File: src/rtl/psr_pkg.sv
// Package of offsets, field positions, reset values and masks for the peripheral soft reset block.
`default_nettype none

package psr_pkg;

  // ************************************************************
  // Bus geometry
  // ************************************************************
  localparam int unsigned PSR_ADDR_W = 12;
  localparam int unsigned PSR_DATA_W = 32;

  // ************************************************************
  // Register offsets from the system-control base
  // ************************************************************
  localparam logic [PSR_ADDR_W-1:0] PSR_OFF_PERIPH_RESET = 12'h044;
  localparam logic [PSR_ADDR_W-1:0] PSR_OFF_PORT_RESET   = 12'h048;
  // Read-only views of the capability masks, so software can see what a write may touch.
  localparam logic [PSR_ADDR_W-1:0] PSR_OFF_PERIPH_CAPS  = 12'h0F0;
  localparam logic [PSR_ADDR_W-1:0] PSR_OFF_PORT_CAPS    = 12'h0F4;

  // ************************************************************
  // Reset values
  // ************************************************************
  localparam logic [PSR_DATA_W-1:0] PSR_RST_PERIPH_RESET = 32'h0000_0000;
  localparam logic [PSR_DATA_W-1:0] PSR_RST_PORT_RESET   = 32'h0000_0000;
  localparam logic [PSR_DATA_W-1:0] PSR_RDATA_IDLE       = 32'h0000_0000;

  // ************************************************************
  // Field positions in the peripheral reset register
  // ************************************************************
  localparam int unsigned PSR_BIT_COMPARATOR_ZERO = 24;
  localparam int unsigned PSR_BIT_GP_COUNTER_TWO  = 18;
  localparam int unsigned PSR_BIT_GP_COUNTER_ONE  = 17;
  localparam int unsigned PSR_BIT_GP_COUNTER_ZERO = 16;
  localparam int unsigned PSR_BIT_TWO_WIRE_ZERO   = 12;
  localparam int unsigned PSR_BIT_SYNC_SERIAL     = 4;
  localparam int unsigned PSR_BIT_ASYNC_ONE       = 1;
  localparam int unsigned PSR_BIT_ASYNC_ZERO      = 0;

  // ************************************************************
  // Field positions in the port reset register
  // ************************************************************
  localparam int unsigned PSR_BIT_PORT_E = 4;
  localparam int unsigned PSR_BIT_PORT_D = 3;
  localparam int unsigned PSR_BIT_PORT_C = 2;
  localparam int unsigned PSR_BIT_PORT_B = 1;
  localparam int unsigned PSR_BIT_PORT_A = 0;

  // ************************************************************
  // Implemented bits; every other position is read-only zero
  // ************************************************************
  localparam logic [PSR_DATA_W-1:0] PSR_IMPL_PERIPH_RESET = 32'h0107_1013;
  localparam logic [PSR_DATA_W-1:0] PSR_IMPL_PORT_RESET   = 32'h0000_001F;

endpackage : psr_pkg

`default_nettype wire

File: src/rtl/psr_masked_reg.sv
// Register cell whose bits take a write only where implemented and reported present.
`default_nettype none

module psr_masked_reg
  import psr_pkg::*;
#(
  parameter int unsigned                WIDTH     = PSR_DATA_W,
  parameter logic [PSR_DATA_W-1:0]      IMPL_MASK = PSR_IMPL_PORT_RESET,
  parameter logic [PSR_DATA_W-1:0]      RST_VALUE = PSR_RST_PORT_RESET
) (
  // Clock and reset.
  input  wire logic             clk_sys,
  input  wire logic             rst_n,
  // Write request.
  input  wire logic             wr_en,
  input  wire logic [WIDTH-1:0] wdata,
  // Capability mask from the device.
  input  wire logic [WIDTH-1:0] presence,
  // Stored value.
  output var  logic [WIDTH-1:0] q
);

  logic [WIDTH-1:0] next_q;

  // ************************************************************
  // Per-bit update
  // ************************************************************
  generate
    for (genvar i = 0; i < WIDTH; i++) begin : g_bit
      if (IMPL_MASK[i]) begin : g_impl
        // A bit of an absent peripheral keeps its value, so it stays zero from reset on.
        always_comb begin
          if (wr_en && presence[i]) begin
            next_q[i] = wdata[i];
          end else begin
            next_q[i] = q[i];
          end
        end
      end else begin : g_rsvd
        // Reserved positions hold no storage and read as zero.
        always_comb begin
          next_q[i] = 1'b0;
        end
      end
    end
  endgenerate

  // The register itself; synchronous reset to the documented value.
  always_ff @(posedge clk_sys) begin
    if (!rst_n) begin
      q <= RST_VALUE[WIDTH-1:0];
    end else begin
      q <= next_q;
    end
  end

endmodule : psr_masked_reg

`default_nettype wire

File: src/rtl/psr_ctrl.sv
// Peripheral soft reset controller: two masked reset-control registers and their reset lines.
`default_nettype none

// Summary of operation
// - Writes only land on present-peripheral bits.
// - Peripheral reset register at 0x044, resets zero.
// - Port reset register at 0x048, resets zero.
// - Bit 24 resets comparator zero.
// - Bits 18..16 reset counters two, one, zero.
// - Bit 12 resets two-wire unit zero.
// - Bit 4 resets synchronous serial unit.
// - Bits 1..0 reset asynchronous serial one, zero.
// - Port register bits 4..0 reset ports E..A.
// - Unassigned bits are read-only zero.
module psr_ctrl
  import psr_pkg::*;
(
  // Clock and reset.
  input  wire logic                  clk_sys,
  input  wire logic                  rst_n,
  // Register port.
  input  wire logic [PSR_ADDR_W-1:0] reg_addr,
  input  wire logic [PSR_DATA_W-1:0] reg_wdata,
  input  wire logic                  reg_wr,
  input  wire logic                  reg_rd,
  output var  logic [PSR_DATA_W-1:0] reg_rdata,
  // Device capability masks.
  input  wire logic [PSR_DATA_W-1:0] peripheral_presence_mask,
  input  wire logic [PSR_DATA_W-1:0] port_presence_mask,
  // Peripheral reset lines, active high.
  output var  logic                  comparator_zero_reset,
  output var  logic                  gp_counter_zero_reset,
  output var  logic                  gp_counter_one_reset,
  output var  logic                  gp_counter_two_reset,
  output var  logic                  two_wire_zero_reset,
  output var  logic                  sync_serial_zero_reset,
  output var  logic                  async_serial_zero_reset,
  output var  logic                  async_serial_one_reset,
  // Port reset lines, active high.
  output var  logic                  port_a_reset,
  output var  logic                  port_b_reset,
  output var  logic                  port_c_reset,
  output var  logic                  port_d_reset,
  output var  logic                  port_e_reset
);

  // ************************************************************
  // Address decode
  // ************************************************************

  logic                  hit_periph;
  logic                  hit_port;
  logic                  hit_periph_caps;
  logic                  hit_port_caps;
  logic                  wr_periph;
  logic                  wr_port;

  // Full-width compare; a near miss of an offset must not alias onto a register.
  always_comb begin
    hit_periph      = (reg_addr == PSR_OFF_PERIPH_RESET);
    hit_port        = (reg_addr == PSR_OFF_PORT_RESET);
    hit_periph_caps = (reg_addr == PSR_OFF_PERIPH_CAPS);
    hit_port_caps   = (reg_addr == PSR_OFF_PORT_CAPS);
  end

  // A write strobe only acts on the register it addresses; the capability views ignore writes.
  always_comb begin
    wr_periph = reg_wr && hit_periph;
    wr_port   = reg_wr && hit_port;
  end

  // ************************************************************
  // Reset-control registers
  // ************************************************************

  logic [PSR_DATA_W-1:0] periph_reset_q;
  logic [PSR_DATA_W-1:0] port_reset_q;

  // Peripheral reset register; only the eight implemented fields have storage.
  psr_masked_reg #(
    .WIDTH     (PSR_DATA_W),
    .IMPL_MASK (PSR_IMPL_PERIPH_RESET),
    .RST_VALUE (PSR_RST_PERIPH_RESET)
  ) u_periph_reset (
    .clk_sys  (clk_sys),
    .rst_n    (rst_n),
    .wr_en    (wr_periph),
    .wdata    (reg_wdata),
    .presence (peripheral_presence_mask),
    .q        (periph_reset_q)
  );

  // Port reset register; ports A to E in the low five bits.
  psr_masked_reg #(
    .WIDTH     (PSR_DATA_W),
    .IMPL_MASK (PSR_IMPL_PORT_RESET),
    .RST_VALUE (PSR_RST_PORT_RESET)
  ) u_port_reset (
    .clk_sys  (clk_sys),
    .rst_n    (rst_n),
    .wr_en    (wr_port),
    .wdata    (reg_wdata),
    .presence (port_presence_mask),
    .q        (port_reset_q)
  );

  // ************************************************************
  // Peripheral reset lines
  // ************************************************************

  // Each line is the stored bit itself, so it comes straight from a flip-flop and cannot glitch.
  // A peripheral sits in reset for as long as its bit reads one.
  always_comb begin
    comparator_zero_reset   = periph_reset_q[PSR_BIT_COMPARATOR_ZERO];
    gp_counter_two_reset    = periph_reset_q[PSR_BIT_GP_COUNTER_TWO];
    gp_counter_one_reset    = periph_reset_q[PSR_BIT_GP_COUNTER_ONE];
    gp_counter_zero_reset   = periph_reset_q[PSR_BIT_GP_COUNTER_ZERO];
    two_wire_zero_reset     = periph_reset_q[PSR_BIT_TWO_WIRE_ZERO];
    sync_serial_zero_reset  = periph_reset_q[PSR_BIT_SYNC_SERIAL];
    async_serial_one_reset  = periph_reset_q[PSR_BIT_ASYNC_ONE];
    async_serial_zero_reset = periph_reset_q[PSR_BIT_ASYNC_ZERO];
  end

  // ************************************************************
  // Port reset lines
  // ************************************************************

  // Same scheme as above: one stored bit per port, held for as long as software leaves it set.
  always_comb begin
    port_e_reset = port_reset_q[PSR_BIT_PORT_E];
    port_d_reset = port_reset_q[PSR_BIT_PORT_D];
    port_c_reset = port_reset_q[PSR_BIT_PORT_C];
    port_b_reset = port_reset_q[PSR_BIT_PORT_B];
    port_a_reset = port_reset_q[PSR_BIT_PORT_A];
  end

  // ************************************************************
  // Read path
  // ************************************************************

  logic [PSR_DATA_W-1:0] next_rdata;

  // Read data are valid only in the cycle after the strobe; the rest of the time the port
  // idles at zero so a late sample by the master shows up clearly instead of as stale data.
  // Software is expected to read, modify and write back whole words; reserved bits then
  // return as zero and are written back as zero, which the register ignores anyway.
  always_comb begin
    next_rdata = PSR_RDATA_IDLE;
    if (reg_rd) begin
      if (hit_periph) begin
        next_rdata = periph_reset_q & PSR_IMPL_PERIPH_RESET;
      end else if (hit_port) begin
        next_rdata = port_reset_q & PSR_IMPL_PORT_RESET;
      end else if (hit_periph_caps) begin
        next_rdata = peripheral_presence_mask & PSR_IMPL_PERIPH_RESET;
      end else if (hit_port_caps) begin
        next_rdata = port_presence_mask & PSR_IMPL_PORT_RESET;
      end else begin
        next_rdata = PSR_RDATA_IDLE;                              // Unmapped reads return zero.
      end
    end
  end

  // Registered read data; the slave never stalls the master.
  always_ff @(posedge clk_sys) begin
    if (!rst_n) begin
      reg_rdata <= PSR_RDATA_IDLE;
    end else begin
      reg_rdata <= next_rdata;
    end
  end

endmodule : psr_ctrl

`default_nettype wire

File: config.mk
export PLATFORM = sky130hd
export DESIGN_NAME = psr_ctrl
export DESIGN_NICKNAME = d
export VERILOG_FILES = /design/src/rtl/psr_pkg.sv /design/src/rtl/psr_masked_reg.sv /design/src/rtl/psr_ctrl.sv
export SDC_FILE = /design/constraint.sdc
export NUM_CORES = 1
export LEC_CHECK = 0
export ABC_AREA = 0
export BUFFER_PORTS_ARGS = -buffer_cell sky130_fd_sc_hd__buf_4
export CAP_MARGIN = 20
export CORE_AREA = 2 2 65 67
export CTS_CLUSTER_SIZE = 16
export DETAILED_ROUTE_END_ITERATION = 7
export DIE_AREA = 0 0 67 69
export PLACE_DENSITY = 0.82
export SYNTH_ARGS = -nofsm -noshare
export SYNTH_HDL_FRONTEND = slang
export SYNTH_SLANG_ARGS = --single-unit
File: constraint.sdc
create_clock -name clk_sys -period 3.85 [get_ports clk_sys]
set_input_delay 0.5775 -clock clk_sys [delete_from_list [all_inputs] [get_ports clk_sys]]
set_output_delay 0.5775 -clock clk_sys [all_outputs]
set_load 0.01 [all_outputs]
Word level (Yosys, flattened, before mapping)
Index checks and enable logic that the tools add are counted.

cells by class
  reductions and logical operators = 18
  bitwise operators = 2
  eq/ne operators = 4
  multiplexer cells = 4

operator list
  operator               number
  $mux W25               3
  $eq A12 B7 Y1 const B  2
  $eq A12 B8 Y1 const B  2
  $logic_and A1 B1 Y1    15
  $mux W5                1
  $reduce_or A5 Y1       1
  $reduce_or A3 Y1       1
  $not A1 Y1             2
  $reduce_and A2 Y1      1

storage, ports and cells
  output and inout port bits = 45
  word-level logic and storage cells = 44
  bits in registers = 45
  input port bits = 112

Logic depth before layout (Yosys ltp)
Gate-level depths: netlist of run 1.

  depth in word-level cells = 5
  depth in mapped cells = 6
  gate-level depth less buffers = 4

Modules after synthesis
A second synthesis of run 1 with hierarchy kept.

unflattened totals
  cells, all modules = 201
  area, all modules = 1,626.6 um^2

by module, submodules not included
  module                           area an instance (um^2)  times used  cells each  seq. area each (um^2)
  psr_ctrl                         664.4                    1           79          200.2
  psr_masked_reg (u_periph_reset)  541.8                    1           68          160.2
  psr_masked_reg (u_port_reset)    420.4                    1           54          100.1

Worst setup path after synthesis of run 1
No wires, ideal clock.

  kind = input-to-reg
  from = in reg_addr[11]
  to = reg reg_rdata[24]
  required time = 3.733 ns
  arrival time = 1.774 ns
  stages = 4
  slack = 1.959 ns
  library setup time = 0.117 ns
  path buffers = 0
  cell sequence = or4_4 > nor4_4 > nor2_1 > a32o_1

between the ends
  word-level cells in the longest chain between the ends = 4
  elaborated cells on any way between the ends = 6
  those cells by class = 3 x eq/ne; 3 x mux

RTL lines
  what                  RTL line         text
  start, declared       psr_ctrl.sv:22   input wire logic [PSR_ADDR_W-1:0] reg_addr,
  $eq A12 B8 Y1         psr_ctrl.sv:62   hit_periph_caps = (reg_addr == PSR_OFF_PERIPH_CAPS);
  $mux W25              psr_ctrl.sv:154  end else if (hit_periph_caps) begin
  $mux W25              psr_ctrl.sv:152  end else if (hit_port) begin
  $mux W25 (*)          psr_ctrl.sv:150  if (hit_periph) begin
  end signal, assigned  psr_ctrl.sv:169  reg_rdata <= next_rdata;
  end, declared         psr_ctrl.sv:26   output var logic [PSR_DATA_W-1:0] reg_rdata,

Mark *: on every way between the ends. The rest lies on a longest branch, timed or not.
A chain may end at the register's enable or synchronous reset.

Worst setup path in the final report of run 1
Ends and elaborated chain as after synthesis.

==> results list, run 1 <==
- After detailed routing, the number of vias per cell comes to 5.13.
- After synthesis the cells add up to 1350 um2.
- Max-slew headroom: 0.513
* Synth Area per Inst: 8.68 um2
* Unrepaired setup endpoints after global routing: no
- The detailed router placed 1354 vias in this run.
- The worst path in the final design needs a cycle of 2.23 ns, including I/O delays and setup.
- Power density of the placed cells: 260 nW/um2
- In this run the standard cell core region covers 3910 um2.
* Result of the run: finished clean
- Once detail routing completed, the nets flagged for antenna violations numbered 0.
* Count of maximum capacitance violations: 0
- The first global-routing pass estimated 5660 um of wire.
- Number of CTS-inserted buffers: 3
- The critical path in this run is classified as in -> reg.
- Starting utilization of the core area: 0.344
- Number of DRC markers after the initial detailed-route iteration: 140
* Sw Share: 0.252
- Of the cells placed in the final design, the portion with a size suffix greater than 1 is 0.318.
* Part of the Yosys area used for sequential elements: 0.342
- Count of synthesis-stage warnings from yosys: 0
- Total negative slack: 0 ns
- Number of placement rows: 23
* Endpoints failing setup: 0
- The path class of the tightest hold or removal check is reg -> reg.
* Number of top-level design ports: 157
- The number of antenna diodes in the final layout is 0.
- In the synthesized netlist, the number of instances is 155.
- CTS tree: built
- Final hold analysis gives a worst-case slack of 0.500 ns.
- Post-CTS Hold Fix Bufs: 0
- The first detailed-routing pass took 4 iterations.
- Excluding fillers, the count of instances in the completed layout stands at 264.
* DRC violation count after routing: 0
- The die covers 4620 um2.
- In this run the number of H-tree levels came out at 1.
* Least-Margin Pin Slew: 0.723 ns
- Die W: 67 um
* Sequential share of power: 0.518
* Final wirelength: 3580 um
- Average wire length per cell after detail routing: 13.6 um
* Vias in the first global route: 1253
- In the final design database the tool counted 327 nets.
* Pin count of the biggest net entering global routing: 20
* Clock tree buffer depth: 2
* Clock insertion delay at the later pin of the skew report: 0.27 ns
- Global placement routability congestion: 0.819
- Gate power share: 0.153
- Based on the critical path, the design can be clocked at up to 0.449 GHz.
- STA classifies the critical path startpoint as an input port.
- Power comes to 458 uW.
* Final worst-path cycle share: 0.578
* Sort of element at the end of the critical path: register
- HPWL reported at the end of detailed placement: 2870 um
* Global routing usage summed across all routing layers: 0.154
- After clock tree synthesis, the clock-pin slew on the worst setup and hold paths is 0.08 ns.
- Placed cell count: 260
- STA puts the critical path data required time at 4.01 ns.
* Area growth from synthesis to layout: 31.2%
- In this run, post-CTS repair resized a total of 0 instances.
- In this run the vertical extent of the chip is 69 um.
* Count of buffers added by post-CTS timing repair for setup: 0
* Number of antenna violations at the first check in global routing: 0
- The final max-slew violation count came to 0.
* Synthesized flop and latch total: 23
- Buffers placed on the I/O ports in this run total 61.
* Int Pwr: 343 uW
- Worst voltage drop across the vdd grid: 114 uV
- Largest fanout on the critical path: 11
- Counting every sink on the clock net gives 23.
- Summed over all cells, the static leakage comes to 0.760 nW.
- Count of different cell masters after synthesis: 31
* Worst endpoint data arrival time: 2.39 ns
- The total overflow left after global routing is 0.
- Root Driver: clkbuf_8
* Final Hold Vio Count: 0
- Reported net switching power: 115 uW
* Clock power frac: 0.329
- Post-route clock skew: 0.00386 ns
power by group through the flow:
stage	Sequential (mW)	Combinational [mW]	Clock [mW]
final	0.238	0.0700	0.151
after detailed placement	0.243	0.0692	0
after CTS	0.238	0.0694	0.148
after global routing	0.238	0.0765	0.160
after global placement	0.243	0.0681	0
after floorplan	0.243	0.0478	0
cells in the final DEF (no fill, tap or decap), types with 3 or more instances in the layout:
| master | instances |
|---|---|
| nor2_1 | 3 |
| o32ai_1 | 3 |
| a21oi_1 | 13 |
| a22oi_1 | 3 |
| a22o_1 | 6 |
| nand2_1 | 5 |
| nand4_1 | 15 |
| nand3_1 | 6 |
| inv_1 | 10 |
| nor4b_1 | 3 |
| o21ai_0 | 15 |
| clkbuf_8 | 3 |
| conb_1 | 22 |
| buf_4 | 61 |
| dfxtp_1 | 23 |
| nor3_1 | 3 |
registers in the layout, summed over array words and instances (netlist names):
name	flops
u_port_reset.q	5
u_periph_reset.q	8
reg_rdata	10
critical path, cell delays in order:
cell,delay (ns)
buf_4,0.12
or4_4,0.57
nor4_4,0.64
nor2_1,0.19
a32o_1,0.29
cells by family after synthesis:
kind of cell	share of synthesized area
and+or+nand+nor	0.249
AOI/OAI and AO/OA	0.193
DFF	0.342
muxes	0.0149
buffers and inverters	0.198
other	0.00279
metal layers:
metal  routed length (um)  vias to the layer above  track usage
li1                     -                      659            -
met4                   61                        0       0.0567
met2                 1730                       65        0.262
met5                    0                        -            0
met1                 1520                      623        0.194
met3                  262                        7       0.0196
path summary, 6_finish.rpt:
path	startpoint	to	slack, ns	depth (start not counted)
min	u_periph_reset.q[0]$_SDFFE_PN0P_	reg_rdata[0]$_SDFF_PN0_	0.50	2
max	reg_addr[11]	reg_rdata[24]$_SDFF_PN0_	1.62	5
max reg2reg	u_port_reset.q[0]$_SDFFE_PN0P_	reg_rdata[0]$_SDFF_PN0_	2.98	3
min reg2reg	u_periph_reset.q[0]$_SDFFE_PN0P_	reg_rdata[0]$_SDFF_PN0_	0.50	2
synthesized netlist by cell type:
master	number	area, um2
a22oi_1	3	22.5
and4_1	2	17.5
clkbuf_4	1	7.51
nor4bb_1	1	10.0
nor4b_1	3	26.3
nor4_4	2	42.5
a22o_1	6	52.6
o21a_1	1	7.51
inv_1	10	37.5
a32o_1	1	10.0
nor2_1	3	11.3
and2_1	2	12.5
mux2i_1	2	20.0
dfxtp_1	23	460
nand4_1	15	93.8
or3_1	1	6.26
clkbuf_1	1	3.75
a21oi_1	13	65.1
nor4_1	2	12.5
o32ai_1	3	26.3
o21ai_0	15	75.1
buf_4	22	165
clkbuf_8	3	41.3
or4b_1	2	20.0
nor3_1	3	15.0
conb_1	1	3.75
or4_4	1	11.3
buf_6	1	11.3
nand2_1	5	18.8
or3_2	1	7.51
nand3_1	6	30.0
area by class of cell:
class / instances / area [um2]
sequential: 23 / 460
timing repair buffer: 62 / 462
inverter: 10 / 37.5
multi-input combinational: 115 / 697
tap: 50 / 62.6
fill: 415 / 2150
clock buffer: 4 / 45.0
per-stage QoR:
stage	setup WS, ns	area, um2	util
floorplan	1.96	1420	-
global placement	1.34	1720	0.438
detailed placement	1.36	1720	0.439
CTS	1.63	1760	0.451
global route	1.52	1760	0.451
finish	1.62	1760	0.451
(Power assumes the default switching activity.)
==> run 2: changes to the inputs <==
--- a/config.mk
+++ b/config.mk
@@ -5,14 +5,14 @@
 export SDC_FILE = /design/constraint.sdc
 export NUM_CORES = 1
 export LEC_CHECK = 0
-export ABC_AREA = 0
+export ABC_AREA = 1
 export BUFFER_PORTS_ARGS = -buffer_cell sky130_fd_sc_hd__buf_4
 export CAP_MARGIN = 20
-export CORE_AREA = 2 2 65 67
+export CORE_AREA = 2 2 72 74
 export CTS_CLUSTER_SIZE = 16
 export DETAILED_ROUTE_END_ITERATION = 7
-export DIE_AREA = 0 0 67 69
-export PLACE_DENSITY = 0.82
+export DIE_AREA = 0 0 74 76
+export PLACE_DENSITY = 0.74
 export SYNTH_ARGS = -nofsm -noshare
 export SYNTH_HDL_FRONTEND = slang
 export SYNTH_SLANG_ARGS = --single-unit
==> constraint.sdc (replaced) <==
create_clock -name clk_sys -period 1.9 [get_ports clk_sys]
set_input_delay 0.285 -clock clk_sys [delete_from_list [all_inputs] [get_ports clk_sys]]
set_output_delay 0.285 -clock clk_sys [all_outputs]
set_load 0.01 [all_outputs]
==> run 2 against run 1 <==
Sequential cell count did not move; critical endpoint is now reg_rdata[4]$_SDFF_PN0_; final area rose by 9.6%; hold slack got worse by 0.26 ns; setup slack got worse by 0.96 ns.
==> results list, run 2 <==
- The final layout net count was 384 (was 327).
- Count of buffers added by post-CTS timing repair for setup: 0 (unchanged)
- The routed wire length per instance is 10.7 um (was 13.6 um).
- Pin count of the biggest net entering global routing: 15 (was 20)
* Die height: 76 um (was 69 um)
- Vias in the first global route: 1345 (was 1253)
- The clock buffer count from CTS came to 3 (unchanged).
- The setup slack on the worst flop-to-flop path came to 1.20 ns (was 2.98 ns).
* Cell taking the most area after synthesis: dfxtp_1 (unchanged)
- Clock tree buffer depth: 2 (unchanged)
* Maximum achievable frequency: 0.812 GHz
- The type of element capturing the critical path is a register (unchanged).
- The count of final hold-check violations was 0 (unchanged).
- Synth Area per Inst: 7.00 um2 (was 8.68 um2)
* CTS tree: built (unchanged)
- Buf/Inv on CP: 2 (was 1)
- Detailed-routing iteration count for the pre-antenna-repair pass: 5 (was 4)
- Global-route wire length before repair: 5610 um (was 5660 um)
- The final max-slew violation count came to 0 (unchanged).
- Start-to-end type of the worst setup path: in -> reg (unchanged)
- Required time of the critical path: 2.11 ns (was 4.01 ns)
* Min Tclk post-route: 1.23 ns
- Most area-consuming cells after synthesis: dfxtp_1 (31%), nand2_1 (14%), buf_4 (12%) (was dfxtp_1 (34%), buf_4 (12%), nand4_1 (7.0%))
- Number of flops mapped to enable cells by yosys: 0 (unchanged)
- Clock insertion delay at the later pin of the skew report: 0.26 ns (was 0.27 ns)
* Number of top-level design ports: 157 (unchanged)
* Vias per cell: 4.17 (was 5.13)
* Post-route ant nets: 0 (unchanged)
- The ratio of total power to cell area was 479 nW/um2 (was 260 nW/um2).
- Unrepaired setup endpoints after global routing: no (unchanged).
- The static power due to leakage is 1.07 nW (was 0.760 nW).
- Count of maximum capacitance violations: 0 (unchanged)
- Yosys top cell area share: 0.315 (was 0.342)
- Max stage delay on crit path: 0.26 ns (was 0.64 ns)
- Number of antenna violations at the first check in global routing: 0 (unchanged)
* Post-route clock skew: 0.00308 ns (was 0.00386 ns)
* Commonest cells post-synth: nand2_1 (54), nor2_1 (34), inv_1 (25) (was dfxtp_1 (23), buf_4 (22), nand4_1 (15), o21ai_0 (15), a21oi_1 (13))
- Mapped cell area: 1460 um2 (was 1350 um2)
* Post-Synth Simple-Gate Area: 0.436 (was 0.249)
* Worst voltage drop across the vdd grid: 225 uV (was 114 uV)
- Count of synthesis-stage warnings from yosys: 0 (unchanged)
- The total DRC errors in the routed layout is 0 (unchanged).
- The share of the core filled with cells in the final layout was 0.394 (was 0.451).
- Xor/xnor share of the synthesized area: 0 (unchanged)
- Crit path max-delay family: simple AND/OR/NAND/NOR gates (unchanged)
- HPWL reported at the end of detailed placement: 2930 um (was 2870 um)
- Post-CTS Hold Fix Bufs: 0 (unchanged)
- Combinational family with the most area after synthesis: simple AND/OR/NAND/NOR gates (unchanged)
- Residual overflow from global routing: 0 (unchanged)
- Die ar.: 5620 um2 (was 4620 um2)
- The share of the yosys chip area belonging to registers is 0.315 (was 0.342).
- Arithmetic-cell share of the synthesized area counting full adders, half adders and majority gates: 0 (unchanged)
- Max reg flops: 10 (unchanged)
- In this design, the critical path's most frequently occurring cell is nand2_1.
* Min-Delay Path Class: in -> reg (was reg -> reg)
* Gate Count Post-Synth: 209 (was 155)
- The floorplan die width came to 74 um (was 67 um).
- Clock-pin slew of the registers on the worst-case setup and hold paths: 0.09 ns (was 0.08 ns)
- Cell with the largest stage delay on the worst path: nand3_1 (was nor4_4)
- The most flop-heavy register is reg_rdata (unchanged).
* Layout cell share with drive strength beyond 1: 0.317 (was 0.318)
- Min Hold Slack: 0.239 ns (was 0.500 ns)
- Endpoints failing setup: 0 (unchanged)
- Startpoint type of the worst setup path: input port (unchanged)
- CP Cell Sequence: buf_4 > nor2_2 > nand2_4 > nor2_8 > nand3_1 > inv_1 > nand2_1 > nand2_1 (was buf_4 > or4_4 > nor4_4 > nor2_1 > a32o_1).
- The number of port buffers was 61 (unchanged).
- Worst endpoint data arrival time: 1.45 ns (was 2.39 ns)
* Largest fanout on the critical path: 11 (unchanged)
- The growth of design area from synthesis to finish came to 32.3% (was 31.2%).
- Maximum level of the CTS H-tree: 1 (unchanged)
- The quantity of gates resized following cts came to 0 (unchanged).
- The site row count was 26 (was 23).
- Largest regs: reg_rdata (10), u_periph_reset.q (8), u_port_reset.q (5) (unchanged)
- The most frequent cell after synthesis is nand2_1 (was dfxtp_1).
- Floorplan Core Area: 4910 um2 (was 3910 um2)
- The multiplexer area fraction after synthesis is 0 (was 0.0149).
- The post-synthesis compound-gate area fraction came to 0.0334 (was 0.193).
* Number of DRC markers after the initial detailed-route iteration: 62 (was 140)
- Result of the run: finished clean (unchanged)
- The overall global routing resource usage came to 0.127 (was 0.154).
* Number of vias after detailed routing: 1423 (was 1354)
* Antenna diode count: 0 (unchanged)
- The setup TNS was 0 ns (unchanged).
- The post-detailed-routing wire length is 3640 um (was 3580 um).
- Synthesized flop and latch total: 23 (unchanged)
* CTS Sinks: 23 (unchanged)
* Global placement routability congestion: 0.794 (was 0.819)
- The fraction of registers with async set/reset was 0 (unchanged).
- The dominant synthesized flop cell is dfxtp_1 (unchanged).
- The count of unique library cells instantiated by Yosys came to 23 (was 31).
* Root Driver: clkbuf_8 (unchanged)
- Of the available clock period, the critical path in the final layout requires 0.648.
- Commonest cells after routing, fill and taps aside: buf_4 (63), nand2_1 (54), nor2_1 (34), inv_1 (25), dfxtp_1 (23) (was buf_4 (61), dfxtp_1 (23), conb_1 (22), nand4_1 (15), o21ai_0 (15)).
* Starting utilization of the core area: 0.298 (was 0.344)
* Leading cell type in the layout, fill and taps excluded: buf_4 (unchanged)
run 2: cell type report:
cell class | count | area (um2)
Fill cell | 518 | 2980
Tap cell | 70 | 87.6
Clock buffer | 3 | 41.3
Sequential cell | 23 | 460
Inverter | 26 | 97.6
Timing Repair Buffer | 63 | 473
Multi-Input combinational cell | 155 | 769
Clock inverter | 1 | 5.00
run 2: worst paths after layout:
check | from | endpoint | cells past startpoint
setup reg to reg | u_port_reset.q[1]$_SDFFE_PN0P_ | reg_rdata[1]$_SDFF_PN0_ | 4
hold / removal | reg_wdata[2] | u_port_reset.q[2]$_SDFFE_PN0P_ | 3
setup / recovery | reg_addr[9] | reg_rdata[4]$_SDFF_PN0_ | 8
hold reg to reg | u_periph_reset.q[0]$_SDFFE_PN0P_ | reg_rdata[0]$_SDFF_PN0_ | 2
run 2: per-stage QoR:
step	area [um2]	total power, mW	instances	setup WS, ns
final	1930	0.926	341	0.668
after global routing	1930	0.971	341	0.550
after CTS	1930	0.946	341	0.664
after detailed placement	1890	0.633	337	0.388
after global placement	1890	0.629	337	0.402
after floorplan	1540	0.588	230	0.770
run 2: kinds of logic after synthesis:
family                 Yosys count
AO/OA/AOI/OAI                    8
other                            1
buffers and inverters           52
AND/OR/NAND/NOR                125
flip-flops                      23
run 2: routing by layer:
layer  GRT usage  part of all wire  vias to the layer above  routed length [um]
li1            -                 -                      729                   -
met1       0.151              0.41                      630                1500
met2       0.214              0.48                       62                1750
met3      0.0317             0.099                        2                 361
met4      0.0509            0.0093                        0                  34
met5           0                 0                        -                   0
run 2: worst register-to-register path: cells and delay by family (launching register included):
| kind | cells | cell delay [ns] |
|---|---|---|
| flip-flops | 1 | 0.38 |
| AND/OR/NAND/NOR | 4 | 0.28 |
run 2: report_power, final:
group          switching, mW  internal, mW
registers          0.0000243         0.481
clock network          0.158         0.146
logic                 0.0789        0.0612
total                  0.237         0.689
